[src/include/adr_pkg.sv]
package adr_pkg;

  // ****************************************************************
  // Register offsets on the serial register port
  // ****************************************************************
  localparam logic [3:0] ADR_OFS_DETAIL = 4'h7;
  localparam logic [3:0] ADR_OFS_VCAL = 4'hC;
  localparam logic [3:0] ADR_OFS_ICAL = 4'hD;
  localparam logic [3:0] ADR_OFS_TRIG = 4'hE;
  localparam logic [3:0] ADR_OFS_STAT = 4'hF;

  // ****************************************************************
  // Detailed status field positions
  // ****************************************************************
  localparam int ADR_BIT_NEG_UV = 11;
  localparam int ADR_BIT_POS_UV = 10;
  localparam int ADR_BIT_NEG_OV = 9;
  localparam int ADR_BIT_POS_OV = 8;
  localparam int ADR_BIT_EXC = 7;
  localparam int ADR_BIT_COMP = 6;
  localparam int ADR_BIT_FLD_OC = 2;
  localparam int ADR_BIT_IN_OC = 1;
  localparam int ADR_BIT_HV_ERR = 0;
  localparam logic [15:0] ADR_DETAIL_RESET = 16'h0000;
  localparam logic [15:0] ADR_DETAIL_USED = 16'h0FC7;

  // ****************************************************************
  // Calibration layout
  // ****************************************************************
  localparam int ADR_VCAL_W = 9;
  localparam int ADR_VCAL_PAR_BIT = 9;
  localparam int ADR_ICAL_W = 15;
  localparam int ADR_ICAL_PAR_BIT = 15;
  localparam int ADR_GAIN_CODES = 16;
  localparam logic [3:0] ADR_GAIN_X4 = 4'hA;

  // ****************************************************************
  // Power-up default mode store
  // ****************************************************************
  localparam int ADR_STAT_FAULT_BIT = 8;
  localparam logic [7:0] ADR_TRIG_KEY = 8'hA5;
  localparam logic [7:0] ADR_CHANGE_LIMIT = 8'h64;
  localparam logic [7:0] ADR_COUNT_INIT = 8'h63;
  localparam int ADR_CLK_MHZ = 25;
  localparam int ADR_PROG_TIME_US = 100;
  localparam logic [11:0] ADR_PROG_CYCLES = 12'(ADR_PROG_TIME_US * ADR_CLK_MHZ);
  localparam logic [11:0] ADR_TIMER_RESET = 12'h000;
  localparam logic [15:0] ADR_RDATA_RESET = 16'h0000;

  typedef enum logic [1:0] {
    ADR_NV_IDLE = 2'b00,
    ADR_NV_PROG = 2'b01,
    ADR_NV_DONE = 2'b11
  } adr_nv_state_t;

  typedef struct packed {
    adr_nv_state_t state;
    logic [7:0] count;
    logic [11:0] timer;
    logic busy;
  } adr_nv_t;

  typedef struct packed {
    logic [15:0] detail;
    logic [15:0] rdata;
    logic rvalid;
    logic summary;
    logic cur_mode;
    logic loaded;
  } adr_regs_t;

endpackage : adr_pkg

[src/core/adr_nvm_mode.sv]
`timescale 1ns/1ps
`default_nettype none

module adr_nvm_mode
  import adr_pkg::*;
(
  input wire logic ref_clk,
  input wire logic nrst,
  input wire logic change_req,
  input wire logic want_current,
  output logic [7:0] count,
  output logic busy
);

  adr_nv_t cur;
  adr_nv_t nxt;

  // ****************************************************************
  // Change sequencer
  // ****************************************************************
  always_comb begin
    nxt = cur;
    case (cur.state)
      ADR_NV_IDLE: begin
        // A change must flip the mode and needs budget left
        if (change_req && (cur.count != 8'h00) && (want_current != cur.count[0])) begin
          nxt.state = ADR_NV_PROG;
          nxt.timer = ADR_TIMER_RESET;
          nxt.busy = 1'b1;
        end
      end
      ADR_NV_PROG: begin
        if (cur.timer == ADR_PROG_CYCLES - 12'h001) begin
          nxt.state = ADR_NV_DONE;
          nxt.count = cur.count - 8'h01;
        end else begin
          nxt.timer = cur.timer + 12'h001;
        end
      end
      ADR_NV_DONE: begin
        nxt.state = ADR_NV_IDLE;
        nxt.busy = 1'b0;
      end
      default: begin
        nxt.state = ADR_NV_IDLE;
        nxt.busy = 1'b0;
      end
    endcase
  end

  always_ff @(posedge ref_clk or negedge nrst) begin
    if (!nrst) begin
      cur.state <= ADR_NV_IDLE;
      cur.count <= ADR_COUNT_INIT;
      cur.timer <= ADR_TIMER_RESET;
      cur.busy <= 1'b0;
    end else begin
      cur <= nxt;
    end
  end

  assign count = cur.count;
  assign busy = cur.busy;

endmodule : adr_nvm_mode

`default_nettype wire

[src/core/adr_regs.sv]
// Behaviour
// - Each diagnostic flag latches on its condition, however brief.
// - Latched flags stay set until the detailed status register is read, then clear.
// - Undervoltage neg/pos at bits 11/10, overvoltage neg/pos at 9/8, one means error.
// - Excitation compliance fault bit 7, compensation compliance fault bit 6.
// - Field supply overcurrent bit 2, input overcurrent bit 1.
// - Bit 0 flags an error on the high-voltage input channel.
// - Voltage gain coefficient, 9-bit offset binary, bits 8..0, read only.
// - Bit 9 makes the count of ones in the voltage register odd.
// - Voltage coefficient follows current gain setting; host sets gain first.
// - Current gain coefficient, 15-bit offset binary, bits 14..0, read only.
// - Bit 15 makes the count of ones in the current register odd.
// - Input runs in current mode at power-up unless stored default is voltage.
// - Default status reads even for voltage default, odd for current default.
// - At most 100 default changes (count starts at 99 and stops at 0, so 99 here); remaining count in status bits 7..0.
// - Status bit 8 shows a communication fault during that status read.
// - Masked errors are left out of the summary error bit; here the bit 0 high-voltage error counts even when masked.
`timescale 1ns/1ps
`default_nettype none

module adr_regs
  import adr_pkg::*;
#(
  parameter logic [ADR_GAIN_CODES*ADR_VCAL_W-1:0] VCAL_IMAGE = {ADR_GAIN_CODES{9'h100}},
  parameter logic [ADR_ICAL_W-1:0] ICAL_IMAGE = 15'h4000
)
(
  input wire logic ref_clk,
  input wire logic nrst,
  input wire logic reg_wr,
  input wire logic reg_rd,
  input wire logic [3:0] reg_addr,
  input wire logic [15:0] reg_wdata,
  input wire logic reg_rd_fault,
  input wire logic [3:0] channel_gain_field,
  input wire logic current_mode_select,
  input wire logic [15:0] error_mask_register,
  input wire logic neg_input_undervoltage,
  input wire logic pos_input_undervoltage,
  input wire logic neg_input_overvoltage,
  input wire logic pos_input_overvoltage,
  input wire logic excitation_compliance_fault,
  input wire logic compensation_compliance_fault,
  input wire logic field_supply_overcurrent,
  input wire logic input_overcurrent,
  input wire logic hv_channel_fault,
  output logic [15:0] reg_rdata,
  output logic reg_rvalid,
  output logic summary_error_bit,
  output logic input_current_mode,
  output logic default_change_busy
);

  adr_regs_t cur;
  adr_regs_t nxt;
  logic [15:0] live;
  logic [15:0] clr;
  logic [15:0] rd_word;
  logic [15:0] vcal_word [ADR_GAIN_CODES];
  logic [15:0] ical_word;
  logic change_req;
  logic [7:0] nv_count;
  logic nv_busy;

  // ****************************************************************
  // Live fault vector
  // ****************************************************************
  always_comb begin
    live = ADR_DETAIL_RESET;
    live[ADR_BIT_NEG_UV] = neg_input_undervoltage;
    live[ADR_BIT_POS_UV] = pos_input_undervoltage;
    live[ADR_BIT_NEG_OV] = neg_input_overvoltage;
    live[ADR_BIT_POS_OV] = pos_input_overvoltage;
    live[ADR_BIT_EXC] = excitation_compliance_fault;
    live[ADR_BIT_COMP] = compensation_compliance_fault;
    live[ADR_BIT_FLD_OC] = field_supply_overcurrent;
    live[ADR_BIT_IN_OC] = input_overcurrent;
    live[ADR_BIT_HV_ERR] = hv_channel_fault;
  end

  // ****************************************************************
  // Factory calibration words
  // ****************************************************************
  for (genvar g = 0; g < ADR_GAIN_CODES; g++) begin : g_vcal
    localparam logic [ADR_VCAL_W-1:0] COEF = VCAL_IMAGE[g*ADR_VCAL_W +: ADR_VCAL_W];
    // Parity bit makes the total number of ones odd
    assign vcal_word[g] = {6'h00, ~^COEF, COEF};
  end

  assign ical_word = {~^ICAL_IMAGE, ICAL_IMAGE};

  // ****************************************************************
  // Read mux
  // ****************************************************************
  always_comb begin
    rd_word = ADR_RDATA_RESET;
    case (reg_addr)
      ADR_OFS_DETAIL: begin
        rd_word = cur.detail & ADR_DETAIL_USED;
      end
      ADR_OFS_VCAL: begin
        rd_word = vcal_word[channel_gain_field];
      end
      ADR_OFS_ICAL: begin
        rd_word = ical_word;
      end
      ADR_OFS_STAT: begin
        rd_word[7:0] = nv_count;
        rd_word[ADR_STAT_FAULT_BIT] = reg_rd_fault;
      end
      default: begin
        rd_word = ADR_RDATA_RESET;
      end
    endcase
  end

  // ****************************************************************
  // Default-mode trigger
  // ****************************************************************
  // Only the low byte carries the trigger; upper bits are ignored
  assign change_req = reg_wr && (reg_addr == ADR_OFS_TRIG)
                      && (reg_wdata[7:0] == ADR_TRIG_KEY) && !nv_busy;

  adr_nvm_mode u_nvm (
    .ref_clk(ref_clk),
    .nrst(nrst),
    .change_req(change_req),
    .want_current(current_mode_select),
    .count(nv_count),
    .busy(nv_busy)
  );

  // ****************************************************************
  // Next state
  // ****************************************************************
  always_comb begin
    nxt = cur;
    clr = (reg_rd && (reg_addr == ADR_OFS_DETAIL)) ? ADR_DETAIL_USED : 16'h0000;
    // A condition in the clearing cycle sets again, so no event is lost
    nxt.detail = (cur.detail & ~clr) | live;
    nxt.rvalid = reg_rd;
    nxt.rdata = reg_rd ? rd_word : cur.rdata;
    // The high-voltage channel error has no mask bit of its own
    nxt.summary = |(live & ADR_DETAIL_USED
                    & ~(error_mask_register & ~(16'h0001 << ADR_BIT_HV_ERR)));
    nxt.loaded = 1'b1;
    // Mode is taken from the store once, just after reset release
    if (!cur.loaded) begin
      nxt.cur_mode = nv_count[0];
    end
  end

  always_ff @(posedge ref_clk or negedge nrst) begin
    if (!nrst) begin
      cur.detail <= ADR_DETAIL_RESET;
      cur.rdata <= ADR_RDATA_RESET;
      cur.rvalid <= 1'b0;
      cur.summary <= 1'b0;
      cur.cur_mode <= 1'b1;
      cur.loaded <= 1'b0;
    end else begin
      cur <= nxt;
    end
  end

  assign reg_rdata = cur.rdata;
  assign reg_rvalid = cur.rvalid;
  assign summary_error_bit = cur.summary;
  assign input_current_mode = cur.cur_mode;
  assign default_change_busy = nv_busy;

endmodule : adr_regs

`default_nettype wire

[config.mk]
export PLATFORM = sky130hd
export DESIGN_NAME = adr_regs
export DESIGN_NICKNAME = d
export VERILOG_FILES = /design/src/include/adr_pkg.sv /design/src/core/adr_nvm_mode.sv /design/src/core/adr_regs.sv
export SDC_FILE = /design/constraint.sdc
export NUM_CORES = 1
export LEC_CHECK = 0
export BUFFER_PORTS_ARGS = -buffer_cell sky130_fd_sc_hd__buf_4
export CAP_MARGIN = 5
export CORE_ASPECT_RATIO = 0.6
export CORE_MARGIN = 3
export CORE_UTILIZATION = 30
export DETAILED_ROUTE_END_ITERATION = 12
export GPL_ROUTABILITY_DRIVEN = 0
export PLACE_DENSITY = 0.58
export RECOVER_POWER = 100
export SYNTH_ARGS = -nofsm -noshare
export SYNTH_HDL_FRONTEND = slang
export SYNTH_SLANG_ARGS = --single-unit
[constraint.sdc]
create_clock -name ref_clk -period 5.7 [get_ports ref_clk]
set_input_delay 0.57 -clock ref_clk [delete_from_list [all_inputs] [get_ports ref_clk]]
set_output_delay 0.57 -clock ref_clk [all_outputs]
set_load 0.01 [all_outputs]
Word-level counts from Yosys, hierarchy flattened
Memories as Yosys holds them, arrays and structs flattened.
Index checks and enable logic that the tools add are counted.
{ "totals": {"regBits": 59, "romBits": 256, "inputBits": 55, "output_inout_bits": 20, "memories": 1} }
{ "mem_list": {"columns": ["memory", "depth", "width", "read_ports", "rd_clocked_by_memory_dff", "wr", "line_no", "rtl"], "rows": [
  ["(name not given)", 16, 16, 1, 0, 0, "adr_regs.sv:102", "rd_word = vcal_word[channel_gain_field];"]
]} }
{ "op_classes": {"addsub": 2, "magnitude_cmp": 1, "eq_ne": 12, "n_mux": 12, "n_bitwise": 7, "reduce_logical": 15} }
{ "ops": {"columns": ["op", "n"], "rows": [
  ["$mux 16", 2],
  ["$pmux 9 s3", 1],
  ["$mux 12", 2],
  ["$pmux 12 s2", 1],
  ["$pmux 7 s3", 1],
  ["$and 12x16->16", 1],
  ["$and 16x16->16", 1],
  ["$eq 4x4->1 const B", 4],
  ["$not 12->16", 1],
  ["$not 16->16", 1],
  ["$or 16x12->16", 1],
  ["$reduce_or 16->1", 1],
  ["$mux 13", 1],
  ["$add 12x1->12 const B", 1],
  ["$eq 12x12->1 const B", 1],
  ["$mux 10", 1],
  ["$eq 8x8->1 const B", 1],
  ["$reduce_bool 8->1", 1],
  ["$sub 8x1->8 const B", 1],
  ["$logic_and 1x1->1", 6],
  ["$reduce_and 2->1", 3],
  ["$ge 5x5->1 const B", 1],
  ["$not 4->5", 1],
  ["$eq 4x3->1 const B", 1],
  ["12 further kinds", 13]
]} }

Depth between registers and ports, before layout
{ "logic_depth": {"word_depth": 8, "mapped_depth": 6, "ltp_nobuf": 5} }

By module
A second synthesis with hierarchy kept.
{ "unflattened": {"cells_unflattened": 241, "area_unflattened_um2": 2591.2} }
{ "modules_own_cells": {"columns": ["mod", "n_inst", "cells_each", "area_each_um2", "seq_area_each_um2"], "rows": [
  ["adr_nvm_mode", 1, 137, 1366.3, 580.6],
  ["adr_regs", 1, 104, 1224.9, 651.9]
]} }

Worst setup path before layout
No wires, ideal clock.
{ "synth_timing": {"path_type": "input to register", "start": "input port reg_addr[3]", "end": "register u_nvm.cur[6] in the netlist's numbering", "arrival_time_ns": 1.707, "required_time_ns": 5.568, "setup_slack_ns": 3.860, "path_stages": 6, "path_buffers": 2, "cell_sequence": "buf_2 > nand2_1 > a311o_1 > o21bai_1 > buf_2 > o211ai_1"} }
{ "synth_via": {"elab_chain_cells": 8} }
{ "synth_rtl": {"columns": ["element", "line_no", "rtl"], "rows": [
  ["from (decl)", "adr_regs.sv:32", "input wire logic [3:0] reg_addr,"],
  ["$eq 4x4->1", "adr_regs.sv:121", "assign change_req = reg_wr && (reg_addr == ADR_OFS_TRIG)"],
  ["$logic_and 1x1->1", "adr_regs.sv:121", null],
  ["$logic_and 1x1->1 (2 in a row)", "adr_regs.sv:122", "&& (reg_wdata[7:0] == ADR_TRIG_KEY) && !nv_busy;"],
  ["$logic_and 1x1->1 (2 in a row)", "adr_nvm_mode.sv:26", "if (change_req && (cur.count != 8'h00) && (want_current != cur.count[0])) begin"],
  ["$ne 2x1->1 (no line)", null, null],
  ["$reduce_and 3->1 (no line)", null, null],
  ["to (signal assigned)", "adr_nvm_mode.sv:58", "cur <= nxt;"],
  ["to (decl)", "adr_nvm_mode.sv:15", "adr_nv_t cur;"]
]} }
No other way between the ends.
A chain may end at the register's enable or synchronous reset.

Worst setup path after layout
{ "layout_timing": {"start": "register u_nvm.cur[22] in the netlist's numbering", "end": "register, netlist name u_nvm.count[7]"} }
{ "layout_via": {"elab_chain_cells": 2} }
{ "layout_rtl": {"columns": ["element", "line_no", "rtl"], "rows": [
  ["$eq 2x1->1", "adr_nvm_mode.sv:23", "case (cur.state)"],
  ["$reduce_and 2->1 (no line)", null, null]
]} }
No other way between the ends.

==> results.py <==
metrics = {
    "floorplan": {
        "core.rowCount": 25,
        "die_h_um": 78.1,
        "die_area_um2": 9850,
        "die_w_um": 126,
        "io_pins": 75,
        "start_util_pct": 32.0,
        "core_um2": 8130,
    },
    "setup_path": {
        "r2r_slack_ns": 2.85,
        "ff2ff_path_depth": 4,
        "worst-path-max-fanout": 18,
        "endpoint_kind": "register",
        "crit_path_start_kind": "register",
        "rr_endpoint": "u_nvm.count[7]",
        "path_class": "register to register",
        "path_cells": "nand2b_1 -> nor4_1 -> nand4_1 -> xnor2_1",
        "crit_required_ns": 5.87,
        "path_buf_inv": 0,
        "crit_arrival_ns": 3.03,
        "critPathSlowestCell": "nor4_1",
        "critPathTopFamily": "simple AND/OR/NAND/NOR gates",
        "worstReg2RegStart": "u_nvm.cur[22]",
        "worst_path_largest_cell_delay_ns": 1.24,
    },
    "cts": {
        "clock_sinks": 49,
        "cts_buffer_depth": 2,
        "cts-root-buf": "clkbuf_16",
        "cts_resized": 0,
        "clkTransAtPathRegs_ns": 0.07,
        "clkLatencyLatePin_ns": 0.29,
        "cts_setup_buffers": 0,
        "h-tree-depth": 2,
        "numCtsBuffers": 5,
        "cts_tree": "yes",
        "ctsHoldBuffers": 0,
    },
    "yosys": {
        "ys_async_sr_fraction_pct": 100,
        "synthAdderAreaFrac_pct": 1.44,
        "postSynthRegisterBits": 49,
        "synth_top_cell_area_share_pct": 42.4,
        "synth_top_family_by_area": "simple AND/OR/NAND/NOR gates",
        "synth_flop_cell": "dfrtp_1",
        "postSynthAreaPerCell_um2": 9.48,
        "synth.area.top_cells": "dfrtp_1 (42%), dfstp_2 (5.1%), inv_1 (5.1%)",
        "synth_compound_area_share_pct": 14.4,
        "synth.most_common_cell": "dfrtp_1",
        "synth.cell_area_um2": 2600,
        "synth_mux_area_share_pct": 3.95,
        "ys_warn_count": 0,
        "syn_inst": 274,
        "seq_area_frac_synth_pct": 47.4,
        "yosys.area_share.simple_pct": 18.7,
        "synth_top_cell_by_area": "dfrtp_1",
        "synth_common_cells": "dfrtp_1 (44), inv_1 (35), nand2_1 (28), buf_4 (16), nand3_1 (14)",
        "ys_types": 52,
        "synth-edff-count": 0,
        "synth_xor_area_share_pct": 2.70,
    },
    "min_path": {
        "hold_path.class": "register to register",
        "hold_depth": 1,
        "hold_end": "input_current_mode",
        "hold_start": "cur[0]",
    },
    "finish": {
        "fillerInstances": 829,
        "num-nets-final": 367,
        "post-route-util_pct": 37.5,
        "drive_gt1_share_pct": 15.5,
        "n_antenna_cell": 0,
        "synthToLayoutAreaGrowth_pct": 17.4,
        "stdcell_area_um2": 3050,
    },
    "power_and_ir_drop": {
        "power.leakage_uw": 0.00134,
        "power_per_cell_area_nw_per_um2": 245,
        "ir_worst_vdd_mv": 0.107,
    },
    "timing": {
        "hold_violations": 0,
        "timing.final.crit_share_pct": 50.1,
        "max_freq_mhz": 350,
        "slew_headroom_pct": -76.1,
        "finalSetupViolations": 0,
        "finalMaxSlewViolations": 50,
        "setup_tns_ns": 0,
        "tightest_slew_ns": 2.64,
        "rsz0062_at_grt": "false",
        "skew_ns": 0.00447,
        "fin_crit_ns": 2.85,
    },
    "global_routing": {
        "grt_pass1_wl_um": 9810,
        "grt_max_degree": 50,
        "first_global_vias": 1901,
        "track_usage_pct": 12.2,
        "gr-total-overflow": 0,
        "antenna_found_initial": 0,
    },
    "routing": {
        "antenna_left": 0,
        "drt_iter0_drc": 144,
        "dr.pass1.iters": 5,
        "drc": 0,
        "via_per_inst": 4.84,
        "wl_per_cell_um": 14.0,
        "vias": 2023,
        "drt-total-wl_um": 5840,
    },
    "outcome": {
        "violations": "capacitance limit, slew limit",
        "status": "finished with violations",
    },
    "place": {
        "place.port_buffers": 51,
        "place_area_um2": 2970,
        "hpwl_um": 4300,
    },
    "flow_run": {
        "cap_violations": 1,
    },
}
[how the worst max path moves through the flow]
stage | slack, ns | endpoint | from | cells past startpoint
detailed placement | 3.17 | u_nvm.cur[3] | reg_addr[3] | 5
finish | 2.85 | u_nvm.count[7] | u_nvm.cur[22] | 4
global placement | 3.22 | u_nvm.cur[3] | reg_addr[3] | 5
floorplan | 3.86 | u_nvm.cur[6] | reg_addr[3] | 6
CTS | 3.15 | u_nvm.cur[3] | u_nvm.count[0] | 5
global route | 2.61 | reg_rdata[14] | nrst | 1
[cell families (layout without fill, tap and decap cells)]
family | after synthesis | in the layout
simple gates | 87 | 87
buf+inv | 60 | 94
compound gates | 55 | 55
flops | 49 | 49
mux | 10 | 10
xor+xnor | 8 | 8
fa+ha+maj | 3 | 3
other cells | 2 | 4
[through the flow]
step                hold slack, ns  power [uW]  worst slack, ns  std cells
CTS                          0.312         760             3.15        418
floorplan                    0.274         388             3.86        276
global route                 0.463         774             2.61        418
finish                       0.420         748             2.85        418
global placement             0.399         419             3.22        410
detailed placement           0.405         419             3.17        410
[registers in the layout, indices dropped and copies added, names as in the netlist]
signal / cells
cur: 10
u_nvm.cur: 14
reg_rdata: 13
u_nvm.busy: 1
input_current_mode: 1
reg_rvalid: 1
summary_error_bit: 1
u_nvm.count: 8
[cell usage in the layout, fill, tap and decap left out, types with 3 or more instances in the layout]
master     synthesis  layout
dfrtp_1           44      44
inv_1             35      35
buf_4             16      32
nand2_1           28      28
clkbuf_1           7      18
nand3_1           14      14
o21ai_0            5      13
nor2_1            12      12
o211ai_1           8       8
mux2i_1            8       8
a21o_1             7       7
o22ai_1            7       7
xnor2_1            7       7
a21oi_1            6       6
nor4_1             3       5
clkbuf_16          0       5
nand4_1            4       4
conb_1             2       4
o21bai_1           3       3
and2_1             3       3
ha_1               3       3
dfstp_2            5       3
[power breakdown]
| group | internal, uW | switching, uW |
|---|---|---|
| logic | 24.4 | 27.7 |
| clock network | 208 | 132 |
| registers | 353 | 3.14 |
[final cells by class]
class / instances / area, um2 / area share, %
clock buffers: 5 / 125 / 4.10
clock inverters: 3 / 46.3 / 1.52
inverters: 35 / 131 / 4.31
multi-input cells: 167 / 1060 / 34.9
flip-flops and latches: 49 / 1230 / 40.4
well taps: 108 / 135 / 4.43
repair buffers: 51 / 315 / 10.3
[metal layers]
metal	GRT usage [%]	vias up	routed length, um
met4	3.85	0	51
met5	0	-	0
met3	2.79	4	284
met2	16.3	42	2390
met1	19.2	981	3110
li1	-	996	-
(Power assumes the default switching activity.)
